$ cat src/logic/uil_pkg.sv
// Shared constants and carriers for the UART interrupt enable and
// identification logic.
// Assumes one system clock; users import uil_pkg::*.
package uil_pkg;

	// ==========================================================
	// Register offsets (byte addresses on the register port)
	localparam int               UIL_ADDR_W     = 8;      // Address width
	localparam int               UIL_DATA_W     = 8;      // Data width
	localparam logic [7:0]       UIL_OFS_RXTX   = 8'h00;  // Rx buffer / Tx hold
	localparam logic [7:0]       UIL_OFS_ENABLE = 8'h04;  // Source enables
	localparam logic [7:0]       UIL_OFS_IDENT  = 8'h08;  // Ident / FIFO ctrl
	localparam logic [7:0]       UIL_OFS_LSTAT  = 8'h14;  // Line status
	localparam logic [7:0]       UIL_OFS_MSTAT  = 8'h18;  // Modem status

	// ==========================================================
	// Enable register fields
	localparam int               UIL_EN_RDA     = 0;      // Rx data + timeout
	localparam int               UIL_EN_THRE    = 1;      // Tx holding empty
	localparam int               UIL_EN_RLS     = 2;      // Rx line status
	localparam int               UIL_EN_MSI     = 3;      // Modem status
	localparam int               UIL_NSRC       = 4;      // Source count
	localparam logic [3:0]       UIL_ENABLE_RST = 4'h0;   // Enable reset value

	// ==========================================================
	// FIFO control fields (write side of the ident offset)
	localparam int               UIL_FC_FIFO_EN = 0;      // FIFO enable bit
	localparam int               UIL_FC_TRIG_LO = 6;      // Trigger field low
	localparam int               UIL_CNT_W      = 5;      // Rx FIFO count width
	localparam logic [4:0]       UIL_TRIG_0     = 5'h01;  // Trigger code 0
	localparam logic [4:0]       UIL_TRIG_1     = 5'h04;  // Trigger code 1
	localparam logic [4:0]       UIL_TRIG_2     = 5'h08;  // Trigger code 2
	localparam logic [4:0]       UIL_TRIG_3     = 5'h0E;  // Trigger code 3
	localparam logic [2:0]       UIL_TO_CHARS   = 3'h4;   // Timeout, chars

	// ==========================================================
	// Identification register fields
	localparam int               UIL_ID_TXFULL  = 4;      // Tx FIFO full bit
	localparam int               UIL_ID_FIFO_LO = 6;      // FIFO mode bits

	// Low nibble identification codes
	typedef enum logic [3:0]
	{
		UIL_IID_NONE = 4'h1,   // Nothing pending
		UIL_IID_RLS  = 4'h6,   // Line error at Rx top
		UIL_IID_RDA  = 4'h4,   // Rx data at trigger
		UIL_IID_CTO  = 4'hC,   // Character timeout
		UIL_IID_THRE = 4'h2,   // Tx holding empty
		UIL_IID_MSI  = 4'h0    // Modem status change
	} uil_iid_e;

	// Receive side status from the Rx path
	typedef struct packed
	{
		logic [UIL_CNT_W-1:0] count;        // Rx FIFO fill level
		logic [3:0]           err;          // Break/frame/parity/overrun
		logic                 holding_full; // Non-FIFO char waiting
		logic                 char_strobe;  // New char just arrived
	} uil_rx_s;

	// Transmit side status from the Tx path
	typedef struct packed
	{
		logic empty;   // Holding reg / FIFO empty
		logic full;    // Tx FIFO full
	} uil_tx_s;

endpackage : uil_pkg

$ cat src/logic/uil_id_encoder.sv
// Five-level priority encoder forming the identification byte.
// Assumes raw source levels already qualified by the caller.
`timescale 1ns/1ps
module uil_id_encoder
	import uil_pkg::*;
(
	input  wire logic [3:0] src_i,     // Raw pending per source
	input  wire logic [3:0] enable_i,  // Source enables
	input  wire logic       timeout_i, // Timeout, part of Rx group
	input  wire logic       fifo_en_i, // FIFO mode
	input  wire logic       tx_full_i, // Tx FIFO full
	output logic      [7:0] ident_o    // Identification byte
);
	// ==========================================================
	// Gating
	logic [3:0] gated;      // Enabled sources
	logic       to_gated;   // Enabled timeout
	uil_iid_e   code;       // Chosen low nibble

	// One gate per source
	genvar gi;
	for (gi = 0; gi < UIL_NSRC; gi++)
	begin : g_gate
		assign gated[gi] = src_i[gi] & enable_i[gi];
	end

	// Timeout only counts in FIFO mode; shares the Rx data enable
	assign to_gated = timeout_i & fifo_en_i & enable_i[UIL_EN_RDA];

	// ==========================================================
	// Priority choice, highest first
	always_comb
	begin
		if (gated[UIL_EN_RLS])
			code = UIL_IID_RLS;
		else if (gated[UIL_EN_RDA])
			code = UIL_IID_RDA;       // Level wins over timeout
		else if (to_gated)
			code = UIL_IID_CTO;
		else if (gated[UIL_EN_THRE])
			code = UIL_IID_THRE;
		else if (gated[UIL_EN_MSI])
			code = UIL_IID_MSI;
		else
			code = UIL_IID_NONE;
	end

	// Upper bits: FIFO mode pair, zero bit, Tx full
	assign ident_o = {{2{fifo_en_i}}, 1'b0, tx_full_i, code};

endmodule : uil_id_encoder

$ cat src/logic/uil_irq_core.sv
// Interrupt enable and identification logic of a UART.
// Assumes Rx/Tx paths and modem status live outside and clear
// their own flags on the read/write pulses this block emits.
//
// Overview of operation
// - Enable bit 3 gates modem status.
// - Enable bit 2 gates line status.
// - Enable bit 1 gates transmit empty.
// - Enable bit 0 gates data and timeout.
// - Report only highest priority pending source.
// - Ident bits 7:6 mirror FIFO enable.
// - Ident bit 5 reads zero.
// - Ident bit 4 shows Tx FIFO full.
// - Ident bit 3 flags timeout, FIFO only.
// - Only enabled sources count as pending.
// - Bit 0 low when pending; else 0001.
// - Line error at Rx top gives 0110.
// - Line interrupt ignores FIFO error summary.
// - Line status read clears line interrupt.
// - Non-FIFO held character gives code 0100.
// - FIFO data interrupt while count >= trigger.
// - Rx buffer read pops and re-evaluates.
// - Data interrupt independent of data-ready flag.
// - Four idle character times give code 1100.
// - Tx write or ident read clears 0010.
// - Modem status bits raise 0000; read clears.
`timescale 1ns/1ps
module uil_irq_core
	import uil_pkg::*;
(
	input  wire logic                       sys_clk_i,         // Clock
	input  wire logic                       reset_i,           // Async rst
	input  wire logic [UIL_ADDR_W-1:0]      reg_addr_i,        // Address
	input  wire logic [UIL_DATA_W-1:0]      reg_wdata_i,       // Wr data
	input  wire logic                       reg_wr_i,          // Wr strobe
	input  wire logic                       reg_rd_i,          // Rd strobe
	output logic      [UIL_DATA_W-1:0]      reg_rdata_o,       // Rd data
	input  wire uil_pkg::uil_rx_s           rx_i,              // Rx status
	input  wire uil_pkg::uil_tx_s           tx_i,              // Tx status
	input  wire logic [3:0]                 modem_delta_i,     // Modem bits
	input  wire logic                       char_time_tick_i,  // Per char
	output logic                            fifo_enable_o,     // FIFO mode
	output logic                            rx_pop_o,          // Rx read
	output logic                            line_status_rd_o,  // LS read
	output logic                            modem_status_rd_o, // MS read
	output logic                            thr_write_o,       // Tx write
	output logic                            irq_o              // Interrupt
);
	// ==========================================================
	// Declarations
	logic [3:0]           enable_q;     // Source enables
	logic                 fifo_en_q;    // FIFO mode bit
	logic [1:0]           trig_sel_q;   // Rx trigger select
	logic [UIL_CNT_W-1:0] trig_lvl;     // Decoded trigger level
	logic                 ls_pend_q;    // Latched line error
	logic [3:0]           err_prev_q;   // Last seen top errors
	logic                 pop_prev_q;   // Pop in last cycle
	logic                 ls_set;       // New error at Rx top
	logic                 thre_pend_q;  // Latched Tx empty
	logic                 empty_prev_q; // Tx empty last cycle
	logic                 thre_set;     // Tx empty event
	logic                 thre_clr;     // Tx empty clear
	logic [2:0]           to_cnt_q;     // Idle char counter
	logic                 to_pend;      // Timeout reached
	logic                 rda_src;      // Rx data source level
	logic [3:0]           src;          // Raw source levels
	logic [7:0]           ident;        // Live ident byte
	logic [UIL_DATA_W-1:0] rdata_q;     // Read data register
	logic                 irq_q;        // Registered interrupt

	// Decoded access pulses
	logic wr_enable;   // Write to enables
	logic wr_fctl;     // Write to FIFO control
	logic rd_ident;    // Read of ident

	assign wr_enable = reg_wr_i & (reg_addr_i == UIL_OFS_ENABLE);
	assign wr_fctl   = reg_wr_i & (reg_addr_i == UIL_OFS_IDENT);
	assign rd_ident  = reg_rd_i & (reg_addr_i == UIL_OFS_IDENT);

	// Side-effect pulses for neighbouring registers
	assign rx_pop_o          = reg_rd_i & (reg_addr_i == UIL_OFS_RXTX);
	assign thr_write_o       = reg_wr_i & (reg_addr_i == UIL_OFS_RXTX);
	assign line_status_rd_o  = reg_rd_i & (reg_addr_i == UIL_OFS_LSTAT);
	assign modem_status_rd_o = reg_rd_i & (reg_addr_i == UIL_OFS_MSTAT);

	// ==========================================================
	// Enable register
	always_ff @(posedge sys_clk_i or posedge reset_i)
	begin
		if (reset_i)
			enable_q <= UIL_ENABLE_RST;
		else if (wr_enable)
			enable_q <= reg_wdata_i[3:0];
	end

	// ==========================================================
	// FIFO control copy: mode bit and trigger select
	always_ff @(posedge sys_clk_i or posedge reset_i)
	begin
		if (reset_i)
		begin
			fifo_en_q  <= 1'b0;
			trig_sel_q <= 2'h0;
		end
		else if (wr_fctl)
		begin
			fifo_en_q  <= reg_wdata_i[UIL_FC_FIFO_EN];
			trig_sel_q <= reg_wdata_i[UIL_FC_TRIG_LO +: 2];
		end
	end

	assign fifo_enable_o = fifo_en_q;

	// Trigger level lookup
	always_comb
	begin
		case (trig_sel_q)
			2'h0:    trig_lvl = UIL_TRIG_0;
			2'h1:    trig_lvl = UIL_TRIG_1;
			2'h2:    trig_lvl = UIL_TRIG_2;
			default: trig_lvl = UIL_TRIG_3;
		endcase
	end

	// ==========================================================
	// Line status source
	// Only the top entry's error bits feed this; the FIFO-wide
	// error summary never enters, so a stale error deeper in the
	// FIFO cannot raise it early.
	assign ls_set = (rx_i.err != 4'h0) &
	                ((rx_i.err != err_prev_q) | pop_prev_q);

	// Track top-entry changes
	always_ff @(posedge sys_clk_i or posedge reset_i)
	begin
		if (reset_i)
		begin
			err_prev_q <= 4'h0;
			pop_prev_q <= 1'b0;
		end
		else
		begin
			err_prev_q <= rx_i.err;
			pop_prev_q <= rx_pop_o;
		end
	end

	// Sticky flag; a new error beats a same-cycle read
	always_ff @(posedge sys_clk_i or posedge reset_i)
	begin
		if (reset_i)
			ls_pend_q <= 1'b0;
		else if (ls_set)
			ls_pend_q <= 1'b1;
		else if (line_status_rd_o)
			ls_pend_q <= 1'b0;
	end

	// ==========================================================
	// Received data source
	// Uses fill level or holding flag, never the data-ready bit.
	assign rda_src = fifo_en_q ? (rx_i.count >= trig_lvl)
	                           : rx_i.holding_full;

	// ==========================================================
	// Character timeout counter
	// Restarts on any arrival or Rx buffer read, saturates at
	// the limit so the source holds until the next arrival or pop.
	always_ff @(posedge sys_clk_i or posedge reset_i)
	begin
		if (reset_i)
			to_cnt_q <= 3'h0;
		else if (!fifo_en_q || rx_i.char_strobe || rx_pop_o ||
		         rx_i.count == '0)
			to_cnt_q <= 3'h0;
		else if (char_time_tick_i && to_cnt_q != UIL_TO_CHARS)
			to_cnt_q <= to_cnt_q + 3'h1;
	end

	assign to_pend = (to_cnt_q == UIL_TO_CHARS);

	// ==========================================================
	// Transmit holding empty source
	assign thre_set = (tx_i.empty & ~empty_prev_q) |
	                  (wr_enable & reg_wdata_i[UIL_EN_THRE] &
	                   ~enable_q[UIL_EN_THRE] & tx_i.empty);
	// Ident read clears only when it is the shown code
	assign thre_clr = thr_write_o |
	                  (rd_ident & ident[3:0] == UIL_IID_THRE);

	// Remember last empty level
	always_ff @(posedge sys_clk_i or posedge reset_i)
	begin
		if (reset_i)
			empty_prev_q <= 1'b0;
		else
			empty_prev_q <= tx_i.empty;
	end

	// Sticky flag; set beats clear
	always_ff @(posedge sys_clk_i or posedge reset_i)
	begin
		if (reset_i)
			thre_pend_q <= 1'b0;
		else if (thre_set)
			thre_pend_q <= 1'b1;
		else if (thre_clr)
			thre_pend_q <= 1'b0;
	end

	// ==========================================================
	// Source vector and encoder
	assign src[UIL_EN_RDA]  = rda_src;
	assign src[UIL_EN_THRE] = thre_pend_q;
	assign src[UIL_EN_RLS]  = ls_pend_q;
	assign src[UIL_EN_MSI]  = |modem_delta_i;

	// Gating and priority in one place.
	uil_id_encoder u_enc
	(
		.src_i     (src),
		.enable_i  (enable_q),
		.timeout_i (to_pend),
		.fifo_en_i (fifo_en_q),
		.tx_full_i (tx_i.full),
		.ident_o   (ident)
	);

	// ==========================================================
	// Read data, one cycle after the strobe
	// Neighbouring registers read as zero here; the system
	// muxes their own data in.
	always_ff @(posedge sys_clk_i or posedge reset_i)
	begin
		if (reset_i)
			rdata_q <= 8'h00;
		else if (reg_rd_i)
		begin
			case (reg_addr_i)
				UIL_OFS_ENABLE: rdata_q <= {4'h0, enable_q};
				UIL_OFS_IDENT:  rdata_q <= ident;
				default:        rdata_q <= 8'h00;
			endcase
		end
	end

	assign reg_rdata_o = rdata_q;

	// ==========================================================
	// Interrupt output, registered to avoid glitches
	always_ff @(posedge sys_clk_i or posedge reset_i)
	begin
		if (reset_i)
			irq_q <= 1'b0;
		else
			irq_q <= ~ident[0];
	end

	assign irq_o = irq_q;
endmodule : uil_irq_core

$ cat config.mk
export PLATFORM = sky130hd
export DESIGN_NAME = uil_irq_core
export DESIGN_NICKNAME = d
export VERILOG_FILES = /design/src/logic/uil_pkg.sv /design/src/logic/uil_id_encoder.sv /design/src/logic/uil_irq_core.sv
export SDC_FILE = /design/constraint.sdc
export NUM_CORES = 1
export LEC_CHECK = 0
export BUFFER_PORTS_ARGS = -buffer_cell sky130_fd_sc_hd__buf_2
export CORE_ASPECT_RATIO = 1.1
export CORE_MARGIN = 3
export CORE_UTILIZATION = 55
export CTS_BUF_LIST = sky130_fd_sc_hd__clkbuf_4
export CTS_CLUSTER_DIAMETER = 60
export CTS_CLUSTER_SIZE = 20
export DETAILED_ROUTE_END_ITERATION = 10
export PLACE_DENSITY_LB_ADDON = 0.25
export SYNTH_ARGS = -nofsm -noshare
export SYNTH_HDL_FRONTEND = slang
export SYNTH_HIERARCHICAL = 1
export SYNTH_SLANG_ARGS = --single-unit
$ cat constraint.sdc
create_clock -name sys_clk_i -period 6.34 [get_ports sys_clk_i]
set_input_delay 1.585 -clock sys_clk_i [delete_from_list [all_inputs] [get_ports sys_clk_i]]
set_output_delay 1.585 -clock sys_clk_i [all_outputs]
set_load 0.02 [all_outputs]
==> run metrics, run 1 <==
total setup buffers inserted after CTS=0; WL final=3190 um; switching power=74.7 uW; synthesized area per cell=10.1 sq um; PwrDens=177 nW/um^2; detailed placement HPWL=2520 um; most numerous cell in the Yosys netlist=dfrtp_1; first-pass GRT wire length=5380 um; Worst-path clk slew=130 ps; cts-stage hold buffer count=0; core area=2340 sq um; post-synthesis cell type count=37; chip width=54.5 um; CP Class=in2out; mux cell area share after synthesis=0.0555; CTS Buffer Depth=2; Hold Crit Class=reg2reg; min cycle time layout=4590 ps; nets=234; initial antenna violation count=0; Ports=52; GRT Overall Usage=0.229; Seq pwr share=0.602; DRT iter0 DRCs=77; DRC Markers=0; Gate power share=0.138; Die ar.=3230 sq um; Final GP Congestion=0.839; CP Max Fanout=5; Synth Area in Compound Gates=0.116; Seq. cell area=676 sq um; post-route cell area=1700 sq um; worst endpoint data arrival time=3010 ps; sequential share of the synthesized area=0.476; GRT overflow=0; post-synth top area cell=dfrtp_1; area share of fa/ha/maj cells after synthesis=0.0529; # H-tree levels=1; largest family of logic cells by synthesized area=simple AND/OR/NAND/NOR gates; Clock power frac=0.260; XOR/XNOR share of the synthesized area=0.0370; final setup violating endpoints=0; Simple-Gate Fraction of Synth Area=0.185; Vias/cell=5.53; status=finished, final reports clean; Final Cycle Share=0.724; post-synth top area share=0.476; Top FF cell, synth=dfrtp_1; CP Capture Type=output pin; CTS root buf=clkbuf_4; worst slew pin tran=1000 ps; placed cell area=1670 sq um; static leakage=0.847 nW; DR WL/cell=14.6 um; final cell count without fillers=219; total of max-cap violations=0; Post-Syn Instances=141; startpoint types=input pin; multi-input logic area=638 sq um; Max Slew Vio Count=0; Max VDD drop=0.000175 V; chip height=59.3 um; fraction of registers with async set/reset=1.00; clock latency on the worst-skew pair=320 ps; required time worst endpoint=4760 ps; ranking of synthesized cells by area=dfrtp_1, mux2_2, ha_1, inv_1, o21ai_0; Post-synth top cells=dfrtp_1, inv_1, o21ai_0; initial core utilization=0.606; Internal=225 uW; Clock Sink Count=27; row count=18; Initial DRT Pass Iterations=4; I/O Buffers=49; Post-Syn Nets=185; Synth Register Bits=27; # resized after CTS=0; share of layout cells above drive strength 1=0.333; Cells after DPL=215; number of synthesized flops with an enable pin=0; vias after detailed routing=1211; final antenna-violating net count=0; CTS tree=built; Power Total=300 uW; Syn Std Cell Area=1420 sq um; f_max=0.218 GHz; fillers=194; switch share=0.249; Post-Route Setup TNS=0 ps; Inserted Clock Buffers=3; final hold vios=0; Clock Skew=9.81 ps; RSZ-0062 raised after global routing=false; # diodes=0; worst hold margin=526 ps; largest net degree at the start of global routing=28; synthesis-to-finish area growth=19.6%; Worst slew margin=0.329; Ys Warns=6; number of global-route vias before repair=1251
-- cell type report --
type	instances	area share
clock buffer	4	0.0177
inverter	19	0.0420
multi-input combinational	90	0.376
sequential	27	0.398
tap	30	0.0221
timing repair buffer	49	0.144
-- registers in the layout (all words and copies together) (netlist names) --
signal	flops
pop_prev_q	1
enable_q	4
ls_pend_q	1
empty_prev_q	1
reg_rdata_o	8
trig_sel_q	2
fifo_enable_o	1
to_cnt_q	3
err_prev_q	4
thre_pend_q	1
irq_o	1
-- cells in the final DEF (no fill, tap or decap), drive strengths merged --
cell type  synthesis  final
buf                5     49
dfrtp             27     27
inv               19     19
o21ai             11     11
nand2             10     10
mux2               7      7
nor2               6      6
ha                 6      6
nor3               5      5
a22oi              4      4
nand2b             4      4
xnor2              4      4
clkbuf             0      4
nor3b              3      3
a21oi              3      3
or4b               3      3
nand3              2      2
nor4               2      2
or4                2      2
xor2               2      2
and2               2      2
nor4b              1      1
and3               1      1
nand4              1      1
a32o               1      1
a21boi             1      1
o22ai              1      1
a21o               1      1
o211ai             1      1
a222oi             1      1
o21a               1      1
nand3b             1      1
o311ai             1      1
and4b              1      1
conb               1      1
-- kinds of logic after synthesis --
logic type / after synthesis
and+or+nand+nor: 44
adders and majority gates: 6
AOI/OAI and AO/OA: 26
muxes: 7
buffers and inverters: 24
other: 1
xor gates and xnor gates: 6
DFF: 27
-- critical path, cell delays in order --
cell,delay (ps)
buf_2,110
or4b_1,670
nor3b_1,400
buf_2,240
-- final timing paths --
check / startpoint / endpoint / slack, ps / depth (start not counted)
worst max-delay path: reg_addr_i[5] / rx_pop_o / 1750 / 4
max in group asynchronous: reset_i / irq_o / 4250 / 2
worst min register to register: reg_rdata_o[3] / reg_rdata_o[3] / 530 / 2
worst max register to register: trig_sel_q[1] / thre_pend_q / 3920 / 11
min in group asynchronous: reset_i / to_cnt_q[2] / 1470 / 2
worst min-delay path: reg_rdata_o[3] / reg_rdata_o[3] / 530 / 2
-- routing by layer --
layer / global-route usage / part of all wire / vias up
met5: 0 / 0 / -
met4: 0.0854 / 0.023 / 0
met3: 0.0353 / 0.063 / 8
met2: 0.403 / 0.54 / 46
met1: 0.273 / 0.37 / 575
li1: - / - / 582
-- power groups by stage --
stage | combinational [mW] | sequential, mW | clock (mW)
finish | 0.0413 | 0.181 | 0.0781
global route | 0.0467 | 0.182 | 0.0890
CTS | 0.0415 | 0.181 | 0.0804
detailed placement | 0.0411 | 0.184 | 0
global placement | 0.0385 | 0.184 | 0
floorplan | 0.0217 | 0.185 | 0
-- stage by stage --
stage                     utilization  setup slack, ps
after detailed placement        0.712             1750
after CTS                       0.725             1740
final                           0.725             1750
after floorplan                     -             1910
after global placement          0.712             1780
after global routing            0.725             1690
Note: power is estimated with default switching activity, not from simulation.
==> inputs of run 2 (changes only) <==
CORE_UTILIZATION = 51   (was 55)
clock period = 4.55 ns   (was 6.34 ns; I/O delays follow)
==> run metrics, run 2 (synthesized netlist as in run 1, its figures left out) <==
status=finished, final reports clean (unchanged); Max VDD drop=0.000166 V (was 0.000175 V); PwrDens=242 nW/um^2 (was 177 nW/um^2); row count=19 (was 18); min cycle time layout=3670 ps; core area=2570 sq um (was 2340 sq um); required time worst endpoint=3410 ps (was 4760 ps); Ports=52 (unchanged); chip height=61.3 um (was 59.3 um); fillers=222 (was 194); I/O Buffers=49 (unchanged); Inserted Clock Buffers=3 (unchanged); Power Total=411 uW (was 300 uW); Initial DRT Pass Iterations=4 (unchanged); CP startpoint=reg_rd_i (was reg_addr_i[5]); Hold Crit Class=reg2reg (unchanged); GRT overflow=0 (unchanged); Final GP Congestion=0.768 (was 0.839); final setup violating endpoints=0 (unchanged); Worst slew margin=0.339 (was 0.329); commonest non-fill, non-tap cell in the layout=buf_2 (unchanged); nets=234 (unchanged); initial antenna violation count=0 (unchanged); chip width=56.3 um (was 54.5 um); Cells after DPL=216 (was 215); Worst R2R Start=trig_sel_q[1] (unchanged); CTS tree=built (unchanged); Max Slew Vio Count=0 (unchanged); clock latency on the worst-skew pair=320 ps (about the same); synthesis-to-finish area growth=19.6% (about the same); worst slew pin tran=991 ps (was 1000 ps); # resized after CTS=0 (unchanged); initial core utilization=0.553 (was 0.606); final hold vios=0 (unchanged); total of max-cap violations=0 (unchanged); vias after detailed routing=1176 (was 1211); largest net degree at the start of global routing=28 (unchanged); Finished Core Util=0.662 (was 0.725); CTS Buffer Depth=2 (unchanged); share of layout cells above drive strength 1=0.333 (unchanged); # H-tree levels=1 (unchanged); Final Cycle Share=0.806; CP Capture Type=output pin (unchanged); CTS root buf=clkbuf_4 (unchanged); final antenna-violating net count=0 (unchanged); R2R Path End=thre_pend_q (unchanged); Clock Skew=7.43 ps (was 9.81 ps); first-pass GRT wire length=4820 um (was 5380 um); f_max=0.273 GHz; DRT iter0 DRCs=33 (was 77); Die ar.=3450 sq um (was 3230 sq um); detailed placement HPWL=2380 um (was 2520 um); Vias/cell=5.35 (was 5.53); Worst Setup EP=rx_pop_o (unchanged); CP Class=in2out (unchanged); cts-stage hold buffer count=0 (unchanged); WL final=2940 um (was 3190 um); DR WL/cell=13.4 um (was 14.6 um); RSZ-0062 raised after global routing=false (unchanged); Post-Route Setup TNS=0 ps (unchanged); startpoint types=input pin (unchanged); worst endpoint data arrival time=2530 ps (was 3010 ps); most frequent cells in the layout=buf_2, dfrtp_1, inv_1, o21ai_0, nand2_1 (unchanged); DRC Markers=0 (unchanged); number of global-route vias before repair=1139 (was 1251); static leakage=0.842 nW (was 0.847 nW); total setup buffers inserted after CTS=0 (unchanged); final cell count without fillers=220 (was 219); R2R setup slack=2210 ps (was 3920 ps); Clock Sink Count=27 (unchanged); GRT Overall Usage=0.179 (was 0.229); Worst-path clk slew=140 ps (was 130 ps); CP Max Fanout=9 (was 5); max reg flops=8 (unchanged); reg2reg path depth=11 (unchanged); # diodes=0 (unchanged)
-- run 2: metal layers --
metal  global-route usage  wire length (um)  vias up
met5                    0                 0        -
met2                0.356              1590       32
li1                     -                 -      579
met3               0.0252               147        2
met4               0.0610                17        0
met1                0.198              1190      563
-- run 2: area by class of cell --
| type | instances | area, sq um | area share |
|---|---|---|---|
| Multi-Input combinational cell | 90 | 638 | 0.376 |
| Sequential cell | 27 | 676 | 0.398 |
| Tap cell | 31 | 38.8 | 0.0228 |
| Inverter | 19 | 71.3 | 0.0420 |
| Timing Repair Buffer | 49 | 245 | 0.144 |
| Clock buffer | 3 | 22.5 | 0.0133 |
| Clock inverter | 1 | 7.51 | 0.00442 |
-- run 2: critical path, cell delays in order --
cell and delay (ps):
buf_2 170, or4b_1 590, nor3b_1 400, buf_2 240
-- run 2: metrics by stage --
stage	instance area (sq um)	setup WS, ps	hold WS [ps]
floorplan	1420	1010	475
global placement	1670	913	497
detailed placement	1670	886	509
CTS	1700	877	534
global route	1700	817	556
finish	1700	882	531
-- run 2: worst min-delay path by stage --
stage	startpoint	to	cells after the start
floorplan	pop_prev_q	ls_pend_q	2
global placement	pop_prev_q	ls_pend_q	2
detailed placement	pop_prev_q	ls_pend_q	2
CTS	reg_rdata_o[4]	reg_rdata_o[4]	2
global route	reg_rdata_o[5]	reg_rdata_o[5]	2
finish	reg_rdata_o[4]	reg_rdata_o[4]	2
-- run 2: power by group --
| part | switching, mW | leakage (nW) | total (mW) | internal [mW] |
|---|---|---|---|---|
| Sequential | 0.00510 | 0.353 | 0.252 | 0.247 |
| Combinational | 0.0292 | 0.475 | 0.0561 | 0.0269 |
| Clock | 0.0694 | 0.0139 | 0.103 | 0.0335 |
